<file path="config.mk">
export PLATFORM = sky130hd
export DESIGN_NAME = dcec_top
export DESIGN_NICKNAME = d
export VERILOG_FILES = /design/src/dcec_pkg.sv /design/src/dcec_apb_slave.sv /design/src/dcec_irq_match.sv /design/src/dcec_top.sv
export SDC_FILE = /design/constraint.sdc
export NUM_CORES = 1
export LEC_CHECK = 0
export ABC_AREA = 1
export BUFFER_PORTS_ARGS = -buffer_cell sky130_fd_sc_hd__buf_2
export CAP_MARGIN = 20
export CORE_AREA = 2 2 133 135
export CTS_BUF_LIST = sky130_fd_sc_hd__clkbuf_8
export DETAILED_ROUTE_END_ITERATION = 8
export DIE_AREA = 0 0 135 137
export GPL_TIMING_DRIVEN = 1
export PLACE_DENSITY = 0.83
export SETUP_SLACK_MARGIN = 0.3
export SYNTH_ARGS = -nofsm -noshare
export SYNTH_HDL_FRONTEND = slang
export SYNTH_HIERARCHICAL = 1
export SYNTH_SLANG_ARGS = --single-unit
</file>
<file path="constraint.sdc">
create_clock -name pclk -period 5.82 [get_ports pclk]
set_input_delay 1.164 -clock pclk [delete_from_list [all_inputs] [get_ports pclk]]
set_output_delay 1.164 -clock pclk [all_outputs]
set_load 0.01 [all_outputs]
</file>
<file path="src/dcec_pkg.sv">
// Package of constants and carrier types for the DMA channel event control block.
package dcec_pkg;

    // ------------------------------------------------------------------
    // Register offsets (byte addresses)
    // ------------------------------------------------------------------
    localparam logic [7:0] OFF_EVENT_CONTROL = 8'h00;
    localparam logic [7:0] OFF_CHANNEL_CTRL  = 8'h04;
    localparam logic [7:0] OFF_IRQ_STATUS    = 8'h08;
    localparam logic [7:0] OFF_IRQ_MASK      = 8'h0C;

    // ------------------------------------------------------------------
    // Event control field positions
    // ------------------------------------------------------------------
    localparam int ABORT_SEL_LSB  = 16;
    localparam int START_SEL_LSB  = 8;
    localparam int FORCE_BIT      = 7;
    localparam int SW_ABORT_BIT   = 6;
    localparam int PAT_EN_BIT     = 5;
    localparam int START_EN_BIT   = 4;
    localparam int ABORT_EN_BIT   = 3;

    // ------------------------------------------------------------------
    // Reset values
    // ------------------------------------------------------------------
    localparam logic [7:0] SEL_RESET   = 8'hFF;
    localparam logic [2:0] EN_RESET    = 3'h0;

    // ------------------------------------------------------------------
    // Channel control and interrupt status layout
    // ------------------------------------------------------------------
    localparam int CHAN_EN_BIT    = 0;
    localparam int BUSY_BIT       = 1;
    localparam int ST_ABORT_BIT   = 0;
    localparam int ST_START_BIT   = 1;
    localparam int ST_W           = 2;

    typedef struct packed {
        logic [7:0] abort_irq_select;
        logic [7:0] start_irq_select;
        logic       pattern_abort_enable;
        logic       start_request_enable;
        logic       abort_request_enable;
    } dcec_cfg_t;

    typedef struct packed {
        logic start;
        logic abort;
        logic abort_is_pattern;
    } dcec_evt_t;

    typedef enum logic [1:0] {
        DCEC_IDLE  = 2'b00,
        DCEC_BUSY  = 2'b01
    } dcec_state_t;

endpackage

</file>
<file path="src/dcec_apb_slave.sv">
// APB slave front end: decodes one transfer into a write strobe and a read strobe.
`timescale 1ns/1ps
`default_nettype none
module dcec_apb_slave (
    input  wire logic        pclk,
    input  wire logic        presetn,
    input  wire logic        ce,
    input  wire logic        psel,
    input  wire logic        penable,
    input  wire logic        pwrite,
    input  wire logic [7:0]  paddr,
    output logic             pready,
    output logic             pslverr,
    output logic             wr_stb,
    output logic             rd_stb,
    input  wire logic        addr_ok
);
    // Single-cycle access phase: the slave answers at the first access edge.
    // Read data is captured at the setup edge, so it stands in flip-flops
    // for the whole access phase and the master can take it at the ready edge.
    assign pready  = 1'b1;
    assign wr_stb  = psel & penable & pwrite & ce;
    assign rd_stb  = psel & ~penable & ~pwrite & ce;
    assign pslverr = psel & penable & ~addr_ok;
endmodule
`default_nettype wire

</file>
<file path="src/dcec_irq_match.sv">
// Decodes an interrupt request vector against the start and abort selectors.
`timescale 1ns/1ps
`default_nettype none
module dcec_irq_match (
    input  wire logic                  irq_valid,
    input  wire logic [255:0]          irq_lines,
    input  wire dcec_pkg::dcec_cfg_t   cfg,
    output logic                       start_hit,
    output logic                       abort_hit
);
    // An asserted request line whose number equals the selector counts only while irq_valid and its request enable are high.
    assign start_hit = irq_valid & irq_lines[cfg.start_irq_select]
                       & cfg.start_request_enable;
    assign abort_hit = irq_valid & irq_lines[cfg.abort_irq_select]
                       & cfg.abort_request_enable;
endmodule
`default_nettype wire

</file>
<file path="src/dcec_top.sv">
// Event control for one DMA channel: start and abort triggers, APB registers, interrupt.
//
// What this block does
// - An interrupt equal to the 8-bit abort selector in bits 23:16 aborts the transfer and sets the abort flag when abort on request is enabled.
// - An interrupt equal to the 8-bit start selector in bits 15:8 begins a transfer when start on request is enabled and the channel enable is set.
// - Writing one to bit 7 forces a transfer to begin at once, and the bit reads as zero.
// - Writing one to bit 6 aborts the current transfer, and the bit reads as zero.
// - With bit 5 set a pattern match aborts the transfer and clears the channel enable, otherwise it has no effect.
// - With bit 4 set and the channel enable set a matching start interrupt begins a cell transfer, otherwise it is ignored.
// - With bit 3 set a matching abort interrupt aborts the transfer, otherwise it is ignored.
// - Bits 31:24 and 2:0 of the event control register read zero and ignore writes.
`timescale 1ns/1ps
`default_nettype none
module dcec_top (
    input  wire logic          pclk,
    input  wire logic          presetn,
    input  wire logic          ce,
    input  wire logic          psel,
    input  wire logic          penable,
    input  wire logic          pwrite,
    input  wire logic [7:0]    paddr,
    input  wire logic [31:0]   pwdata,
    input  wire logic [3:0]    pstrb,
    output logic [31:0]        prdata,
    output logic               pready,
    output logic               pslverr,
    input  wire logic          irq_valid,
    input  wire logic [255:0]  irq_lines,
    input  wire logic          pattern_match,
    input  wire logic          transfer_done,
    output logic               transfer_start,
    output logic               transfer_abort,
    output logic               channel_busy,
    output logic               irq
);
    // ------------------------------------------------------------------
    // Register state
    // ------------------------------------------------------------------
    dcec_pkg::dcec_cfg_t   cfg;
    dcec_pkg::dcec_cfg_t   next_cfg;
    logic                  channel_enable;
    logic                  next_channel_enable;
    logic [dcec_pkg::ST_W-1:0] status;
    logic [dcec_pkg::ST_W-1:0] next_status;
    logic [dcec_pkg::ST_W-1:0] mask;
    logic [dcec_pkg::ST_W-1:0] next_mask;
    dcec_pkg::dcec_state_t state;
    dcec_pkg::dcec_state_t next_state;
    logic [31:0]           next_prdata;
    logic                  next_start;
    logic                  next_abort;

    logic                  wr_stb;
    logic                  rd_stb;
    logic                  addr_ok;
    logic                  start_hit;
    logic                  abort_hit;
    logic                  wr_ec;
    logic                  force_wr;
    logic                  sw_abort_wr;
    logic                  pat_abort;
    dcec_pkg::dcec_evt_t   evt;
    logic [31:0]           ec_read;

    // ------------------------------------------------------------------
    // Bus and trigger decode
    // ------------------------------------------------------------------
    assign addr_ok = (paddr == dcec_pkg::OFF_EVENT_CONTROL) || (paddr == dcec_pkg::OFF_CHANNEL_CTRL)
                     || (paddr == dcec_pkg::OFF_IRQ_STATUS) || (paddr == dcec_pkg::OFF_IRQ_MASK);

    dcec_apb_slave u_apb (
        .pclk    (pclk),
        .presetn (presetn),
        .ce      (ce),
        .psel    (psel),
        .penable (penable),
        .pwrite  (pwrite),
        .paddr   (paddr),
        .pready  (pready),
        .pslverr (pslverr),
        .wr_stb  (wr_stb),
        .rd_stb  (rd_stb),
        .addr_ok (addr_ok)
    );

    dcec_irq_match u_match (
        .irq_valid (irq_valid),
        .irq_lines (irq_lines),
        .cfg       (cfg),
        .start_hit (start_hit),
        .abort_hit (abort_hit)
    );

    assign wr_ec       = wr_stb && (paddr == dcec_pkg::OFF_EVENT_CONTROL);
    // The force and abort bits live in byte lane 0 and are never stored.
    assign force_wr    = wr_ec && pstrb[0] && pwdata[dcec_pkg::FORCE_BIT];
    assign sw_abort_wr = wr_ec && pstrb[0] && pwdata[dcec_pkg::SW_ABORT_BIT];
    assign pat_abort   = pattern_match && cfg.pattern_abort_enable;

    // Abort outranks start, so a clash never begins a new transfer.
    assign evt.abort            = ce && (abort_hit || sw_abort_wr || pat_abort);
    assign evt.abort_is_pattern = ce && pat_abort;
    assign evt.start            = ce && !evt.abort
                                  && (force_wr || (start_hit && channel_enable));

    // ------------------------------------------------------------------
    // Next-state logic
    // ------------------------------------------------------------------
    always_comb begin
        next_cfg            = cfg;
        next_channel_enable = channel_enable;
        next_mask           = mask;
        next_status         = status;
        next_state          = state;
        next_start          = 1'b0;
        next_abort          = 1'b0;
        if (wr_ec) begin
            if (pstrb[2]) begin
                next_cfg.abort_irq_select = pwdata[dcec_pkg::ABORT_SEL_LSB +: 8];
            end
            if (pstrb[1]) begin
                next_cfg.start_irq_select = pwdata[dcec_pkg::START_SEL_LSB +: 8];
            end
            if (pstrb[0]) begin
                next_cfg.pattern_abort_enable = pwdata[dcec_pkg::PAT_EN_BIT];
                next_cfg.start_request_enable = pwdata[dcec_pkg::START_EN_BIT];
                next_cfg.abort_request_enable = pwdata[dcec_pkg::ABORT_EN_BIT];
            end
        end
        if (wr_stb && (paddr == dcec_pkg::OFF_CHANNEL_CTRL) && pstrb[0]) begin
            next_channel_enable = pwdata[dcec_pkg::CHAN_EN_BIT];
        end
        if (wr_stb && (paddr == dcec_pkg::OFF_IRQ_MASK) && pstrb[0]) begin
            next_mask = pwdata[dcec_pkg::ST_W-1:0];
        end
        if (wr_stb && (paddr == dcec_pkg::OFF_IRQ_STATUS) && pstrb[0]) begin
            next_status = status & ~pwdata[dcec_pkg::ST_W-1:0];
        end
        if (evt.abort_is_pattern) begin
            next_channel_enable = 1'b0;
        end
        // Hardware set is applied after the clear so a same-cycle event survives.
        if (evt.abort) begin
            next_status[dcec_pkg::ST_ABORT_BIT] = 1'b1;
            next_abort = 1'b1;
        end
        if (evt.start) begin
            next_status[dcec_pkg::ST_START_BIT] = 1'b1;
            next_start = 1'b1;
        end
        case (state)
            dcec_pkg::DCEC_IDLE: begin
                if (evt.start) begin
                    next_state = dcec_pkg::DCEC_BUSY;
                end
            end
            dcec_pkg::DCEC_BUSY: begin
                if (evt.abort || transfer_done) begin
                    next_state = dcec_pkg::DCEC_IDLE;
                end
            end
            default: begin
                next_state = dcec_pkg::DCEC_IDLE;
            end
        endcase
        if (!ce) begin
            next_start = transfer_start;
            next_abort = transfer_abort;
        end
    end

    // Unimplemented bits stay at zero on read.
    assign ec_read = {8'h00, cfg.abort_irq_select, cfg.start_irq_select, 2'b00,
                      cfg.pattern_abort_enable, cfg.start_request_enable,
                      cfg.abort_request_enable, 3'b000};

    always_comb begin
        next_prdata = prdata;
        if (rd_stb) begin
            case (paddr)
                dcec_pkg::OFF_EVENT_CONTROL: next_prdata = ec_read;
                dcec_pkg::OFF_CHANNEL_CTRL:  next_prdata = {30'h0, channel_busy, channel_enable};
                dcec_pkg::OFF_IRQ_STATUS:    next_prdata = {30'h0, status};
                dcec_pkg::OFF_IRQ_MASK:      next_prdata = {30'h0, mask};
                default:                     next_prdata = 32'h0;
            endcase
        end
    end

    // ------------------------------------------------------------------
    // Registers
    // ------------------------------------------------------------------
    always_ff @(posedge pclk or negedge presetn) begin
        if (!presetn) begin
            cfg            <= '{dcec_pkg::SEL_RESET, dcec_pkg::SEL_RESET, 1'b0, 1'b0, 1'b0};
            channel_enable <= 1'b0;
            status         <= '0;
            mask           <= '0;
            state          <= dcec_pkg::DCEC_IDLE;
            transfer_start <= 1'b0;
            transfer_abort <= 1'b0;
            prdata         <= 32'h0;
        end else begin
            transfer_start <= next_start;
            transfer_abort <= next_abort;
            if (ce) begin
                cfg            <= next_cfg;
                channel_enable <= next_channel_enable;
                status         <= next_status;
                mask           <= next_mask;
                state          <= next_state;
                prdata         <= next_prdata;
            end
        end
    end

    assign channel_busy = (state == dcec_pkg::DCEC_BUSY);
    assign irq          = |(status & mask);
endmodule
`default_nettype wire

</file>
# Word level (Yosys, flattened, before mapping)
# Cells that the tools add are included.
dict set report word_totals {
  regBits 60
  input_bits 309
  output_inout_bits 38
  wordCells 92
}
dict set report op_classes {
  order_cmp 2
  n_eq_ne 6
  mux 15
  bitwise 17
  reduce_logical 39
}
# cell n
set ops {}
lappend ops {{24-bit one-hot mux with 4 select lines} 1}
lappend ops {{8-bit by 9-bit < comparator with 1-bit output (second input constant)} 2}
lappend ops {{1-bit binary-select mux with 8-bit select} 2}
lappend ops {{8-bit by 4-bit equality test with 1-bit output (second input constant)} 2}
lappend ops {{1-bit logical AND} 16}
lappend ops {{3-bit AND reduction} 4}
lappend ops {{1-bit AND} 11}
lappend ops {{2-bit AND reduction} 5}
lappend ops {{8-bit by 3-bit equality test with 1-bit output (second input constant)} 1}
lappend ops {{8-bit zero test} 1}
lappend ops {{1-bit two-way mux} 8}
lappend ops {{1-bit logical OR} 7}
lappend ops {{2-bit two-way mux} 3}
lappend ops {{2-bit nonzero test} 3}
lappend ops {{2-bit AND} 2}
lappend ops {{2-bit one-hot mux with 2 select lines} 1}
lappend ops {{1-bit inverter} 3}
lappend ops {{2-bit by 1-bit equality test with 1-bit output (second input constant)} 1}
lappend ops {{2-bit zero test} 1}
lappend ops {{2-bit by 1-bit inequality test with 1-bit output (second input constant)} 1}
lappend ops {{2-bit inequality test (second input constant)} 1}
lappend ops {{2-bit inverter} 1}
lappend ops {{2-bit OR reduction} 1}
lappend ops {{1-bit zero test} 1}

# Depth between registers and ports, before layout
dict set report depth {
  word_depth 14
  depth_mapped 18
  mapped_depth_nobuf 16
}

# Modules after synthesis
# Netlist, hierarchy kept.
# mod instances cells_per_inst area_per_inst_um2 seq_area_each_um2
set by_module_without_submodules {}
lappend by_module_without_submodules {dcec_irq_match 1 1169 5192.5 0.0}
lappend by_module_without_submodules {dcec_top 1 261 2344.7 1221.2}
lappend by_module_without_submodules {dcec_apb_slave 1 11 45.0 0.0}

# Worst setup path after synthesis
# No wires, ideal clock.
dict set report synth_path {
  path_kind {in2out}
  startpoint {input port paddr[7]}
  endpoint {output port pslverr}
  arrival_time_ns 1.987
  t_required_ns 4.656
  slack_ns 2.669
  stages 7
  n_path_buf 1
  cell_sequence {nor2_2 -> nand2_4 -> nor2_8 -> buf_2 -> nor2_1 -> o21ai_0 -> nor2_1}
}
dict set report synth_between {
  elab_chain_cells 6
  elab_cells_between_ends 9
  classes_between {eq/ne: 3; bitwise: 2; reduce/logical: 4}
}
# item line
set synth_rtl {}
lappend synth_rtl {{start: declaration} dcec_top.sv:21} ;# input wire logic [7:0] paddr,
lappend synth_rtl {{8-bit by 3-bit equality test with 1-bit output / 8-bit zero test (equally long branches)} dcec_top.sv:68} ;# assign addr_ok = (paddr == dcec_pkg::OFF_EVENT_CONTROL) || (paddr == dcec_pkg::OFF_CHANNEL_CTRL)
lappend synth_rtl {{1-bit logical OR} dcec_top.sv:68}
lappend synth_rtl {{1-bit logical OR} dcec_top.sv:69} ;# || (paddr == dcec_pkg::OFF_IRQ_STATUS) || (paddr == dcec_pkg::OFF_IRQ_MASK);
lappend synth_rtl {{1-bit logical OR *} dcec_top.sv:69}
lappend synth_rtl {{via addr_ok} dcec_top.sv:55} ;# logic addr_ok;
lappend synth_rtl {{1-bit inverter *} dcec_apb_slave.sv:24} ;# assign pslverr = psel & penable & ~addr_ok;
lappend synth_rtl {{1-bit AND *} dcec_apb_slave.sv:24}
lappend synth_rtl {{end: declaration} dcec_top.sv:26} ;# output logic pslverr,
# The timed path passes the listed nets; every way through them passes the cells marked *.

# Final worst setup path
dict set report layout_path {
  startpoint {register cfg[11] (netlist name)}
  endpoint {register state[0]}
}
dict set report layout_between {
  elab_chain_cells 12
  elab_cells_between_ends 14
  classes_between {eq/ne: 2; mux: 2; bitwise: 2; reduce/logical: 8}
}
# item line
set layout_rtl {}
lappend layout_rtl {{1-bit binary-select mux with 8-bit select *} dcec_irq_match.sv:14} ;# assign abort_hit = irq_valid & irq_lines[cfg.abort_irq_select]
lappend layout_rtl {{1-bit two-way mux (not written as such) *} dcec_irq_match.sv:14}
lappend layout_rtl {{1-bit AND *} dcec_irq_match.sv:14}
lappend layout_rtl {{1-bit AND *} dcec_irq_match.sv:15} ;# & cfg.abort_request_enable;
lappend layout_rtl {{via abort_hit} dcec_top.sv:57} ;# logic abort_hit;
lappend layout_rtl {{1-bit logical OR * (2 in a row)} dcec_top.sv:101} ;# assign evt.abort = ce && (abort_hit || sw_abort_wr || pat_abort);
lappend layout_rtl {{1-bit logical AND *} dcec_top.sv:101}
lappend layout_rtl {{1-bit zero test} dcec_top.sv:103} ;# assign evt.start = ce && !evt.abort
lappend layout_rtl {{1-bit logical AND} dcec_top.sv:103}
lappend layout_rtl {{1-bit logical AND} dcec_top.sv:104} ;# && (force_wr || (start_hit && channel_enable));
lappend layout_rtl {{2-bit inequality test (no line)} --}
lappend layout_rtl {{3-bit AND reduction (no line) *} --}
lappend layout_rtl {{end signal: assignment} dcec_top.sv:199} ;# state <= dcec_pkg::DCEC_IDLE;
lappend layout_rtl {{end signal: assignment} dcec_top.sv:211} ;# state <= next_state;
lappend layout_rtl {{end: declaration} dcec_top.sv:47} ;# dcec_pkg::dcec_state_t state;
# The timed path passes the listed nets; every way through them passes the cells marked *. The select of a mux whose other input is x is not followed.
# A chain may end at the register's enable or synchronous reset.

==> metrics.txt <==
adder-cell share of the synthesized area 0%; #FFs+latches synth 48; port bufs 324; most common cell after layout, fill and taps aside nand2_1; fraction of layout cells with a size suffix above 1 23.8%; vias per cell 5.79; Data required, critical path 6020 ps; Synth Cell Area 7580 um2; Core Area 17,100 um2; Synth top area share 34.0%; CP Launch Type flop; largest family of logic cells by synthesized area simple AND/OR/NAND/NOR gates; vias in the first global route approximately 9.7k; fin crit share 62.4%; largest net degree at the start of global routing 92; initial antenna violation count 9; most frequent cells in the layout nand2_1 (654), nand3_1 (515), buf_2 (324), inv_1 (42), dfrtp_1 (32); fin nets 1,979; status finished, final reports clean; register clock-pin slew on the reported worst setup and hold paths 90 ps; first-pass GRT wire length 50,500 um; Distinct cells, synth 26; initial core utilization 44.5%; Setup Fix Bufs, Post-CTS 0; First-pass DRT Iterations 9; average size of a mapped cell between 5 and 6 um2; I/O pins 347; post-CTS sizing 0; die area 18,500 um2; critical path arrival 3830 ps; Max IR drop VDD approximately 140 uV; worst clock skew 9.39 ps; Least-Margin Pin Slew 963 ps; Critical Path Sink Type flop; top achievable clock speed 275 MHz; Slew headroom ~36%; WS Path Type flop to flop; clk_lat worst skew 310 ps; Cells after Synth 1,441; area leader, netlist nand3_1; setup TNS 0 ps; routed via count 11.0k; Final ANT Viol Nets 0; Total GRT Usage 34.3%; Max FO, Critical Path 91; clock sinks 48; CTS Root Cell clkbuf_8; Simple-Gate Fraction of Synth Area roughly 69%; Filler Cell Count 1,825; top post-synthesis cells by area nand3_1 (34%), nand2_1 (32%), dfrtp_1 (11%); Slew Viols, Final 0; Num CTS Buffers 5; final std cells w/o fill 1,903; routed wire length 33,700 um; Layout area overhead 18.8%; Period minus WS final 3630 ps; Reg2Reg Setup Slack 2190 ps; Die W 135 um; mux contribution to synthesized area 0.594%; Hold Crit Class flop to flop; Final GP Congestion 0.955; PD cells 89.0 nW/um2; dpl cells 1,887; Compound-Gate Fraction of Synth Area 2.49%; Iter 0 DRT Violations about 1.4k; register area share after synthesis 16.1%; Hold-fix buffers, CTS 0; Die Y 137 um; RSZ-0062 raised after global routing no; Rows 48; Syn. warnings 6; Final Hold Fails 0; worst-case clock buffer depth 2; drt drc 0; H-tree levels 2; Routed wire per std cell 17.7 um; DP HPWL 23,500 um; Post-Synth XOR/XNOR Area 0%; leakage about 5 nW; gr ovfl total 0; max cap viols 0; setup violators final 0; CTS tree done
-- synthesized netlist by cell type --
master	instances
dfstp_2	16
nand3_1	515
dfrtp_1	32
nand2_4	2
nor2_1	9
clkbuf_1	14
buf_1	15
nor4_2	1
buf_4	49
nor2_4	1
a22o_1	1
o21ai_0	3
o21ai_2	16
nor2_8	1
nand2_2	5
inv_2	4
a21oi_1	5
nand3_4	2
buf_6	3
nor2_2	4
buf_2	43
nor3_1	1
conb_1	2
inv_1	40
mux2_4	3
nand2_1	654
-- cell families after synthesis --
| logic type | Yosys count |
|---|---|
| other | 2 |
| AND/OR/NAND/NOR | 1195 |
| AO/OA/AOI/OAI | 25 |
| multiplexers | 3 |
| flip-flops | 48 |
| buffers and inverters | 168 |
-- where the power goes --
part | total [W] | leakage, nW | switching (W) | internal, W
clock | 0.000193 | 0.0506 | 0.000112 | 0.0000811
sequential | 0.000336 | 0.614 | 0.00000166 | 0.000335
combinational | 0.000272 | 4.23 | 0.000149 | 0.000124
total | 0.000802 | 4.89 | 0.000262 | 0.000539
-- path summary, 6_finish.rpt --
kind                             from         end  cells after the start
max                           cfg[11]    state[0]                     17
min                        prdata[15]  prdata[15]                      2
max reg2reg                   cfg[11]    state[0]                     17
min reg2reg                prdata[15]  prdata[15]                      2
max in group asynchronous     presetn      cfg[7]                      2
min in group asynchronous     presetn     mask[1]                      1
-- layout make-up --
| type | count | area (um2) | area share, % |
|---|---|---|---|
| clock buffers | 5 | 68.8 | 0.764 |
| diodes | 7 | 17.5 | 0.194 |
| multi-input cells | 1235 | 5510 | 61.1 |
| inverters | 44 | 170 | 1.89 |
| clock inverters | 3 | 12.5 | 0.139 |
| repair buffers | 336 | 1720 | 19.1 |
| well taps | 225 | 282 | 3.12 |
| flip-flops and latches | 48 | 1230 | 13.6 |
-- per-layer routing --
metal,wire length (um),GRT usage [%],part of all wire (%)
met3,4340,7.15,13
met2,14900,54.8,44
met1,12600,43.4,38
met5,23,0,0.068
met4,1800,18.6,5.4
-- state kept, by name, summed over array words and instances (netlist names) --
| signal | count |
|---|---|
| prdata | 21 |
| cfg | 19 |
| mask | 2 |
| status | 2 |
| channel_enable | 1 |
| state | 1 |
| transfer_abort | 1 |
| transfer_start | 1 |
-- worst max-delay path, stage by stage (launching register included) --
cell     delay (ps)
dfstp_4         640
inv_4           730
buf_4           520
nand2_1          90
nand3_1          90
nand3_1         130
nand3_1         170
nand3_1         100
nand2_1         120
nand2_1          60
nand3_1          60
nand3_1          80
a21oi_1         240
a21oi_1          70
nand2_1         100
nand2_1          90
nand2_1          70
nand2_1          50
-- stage by stage --
stage               hold slack, ps  area [um2]  worst slack [ps]  total power (W)  utilization (%)
floorplan                      464        7620              2670         0.000454                -
global placement               460        8890              2350         0.000601             52.1
detailed placement             461        8890              2360         0.000606             52.1
finish                         483        9010              2190         0.000802             52.8
CTS                            485        8970              2330         0.000802             52.6
global route                   513        9010              1980         0.000847             52.8
No activity file was read; power rests on OpenSTA's default activity.
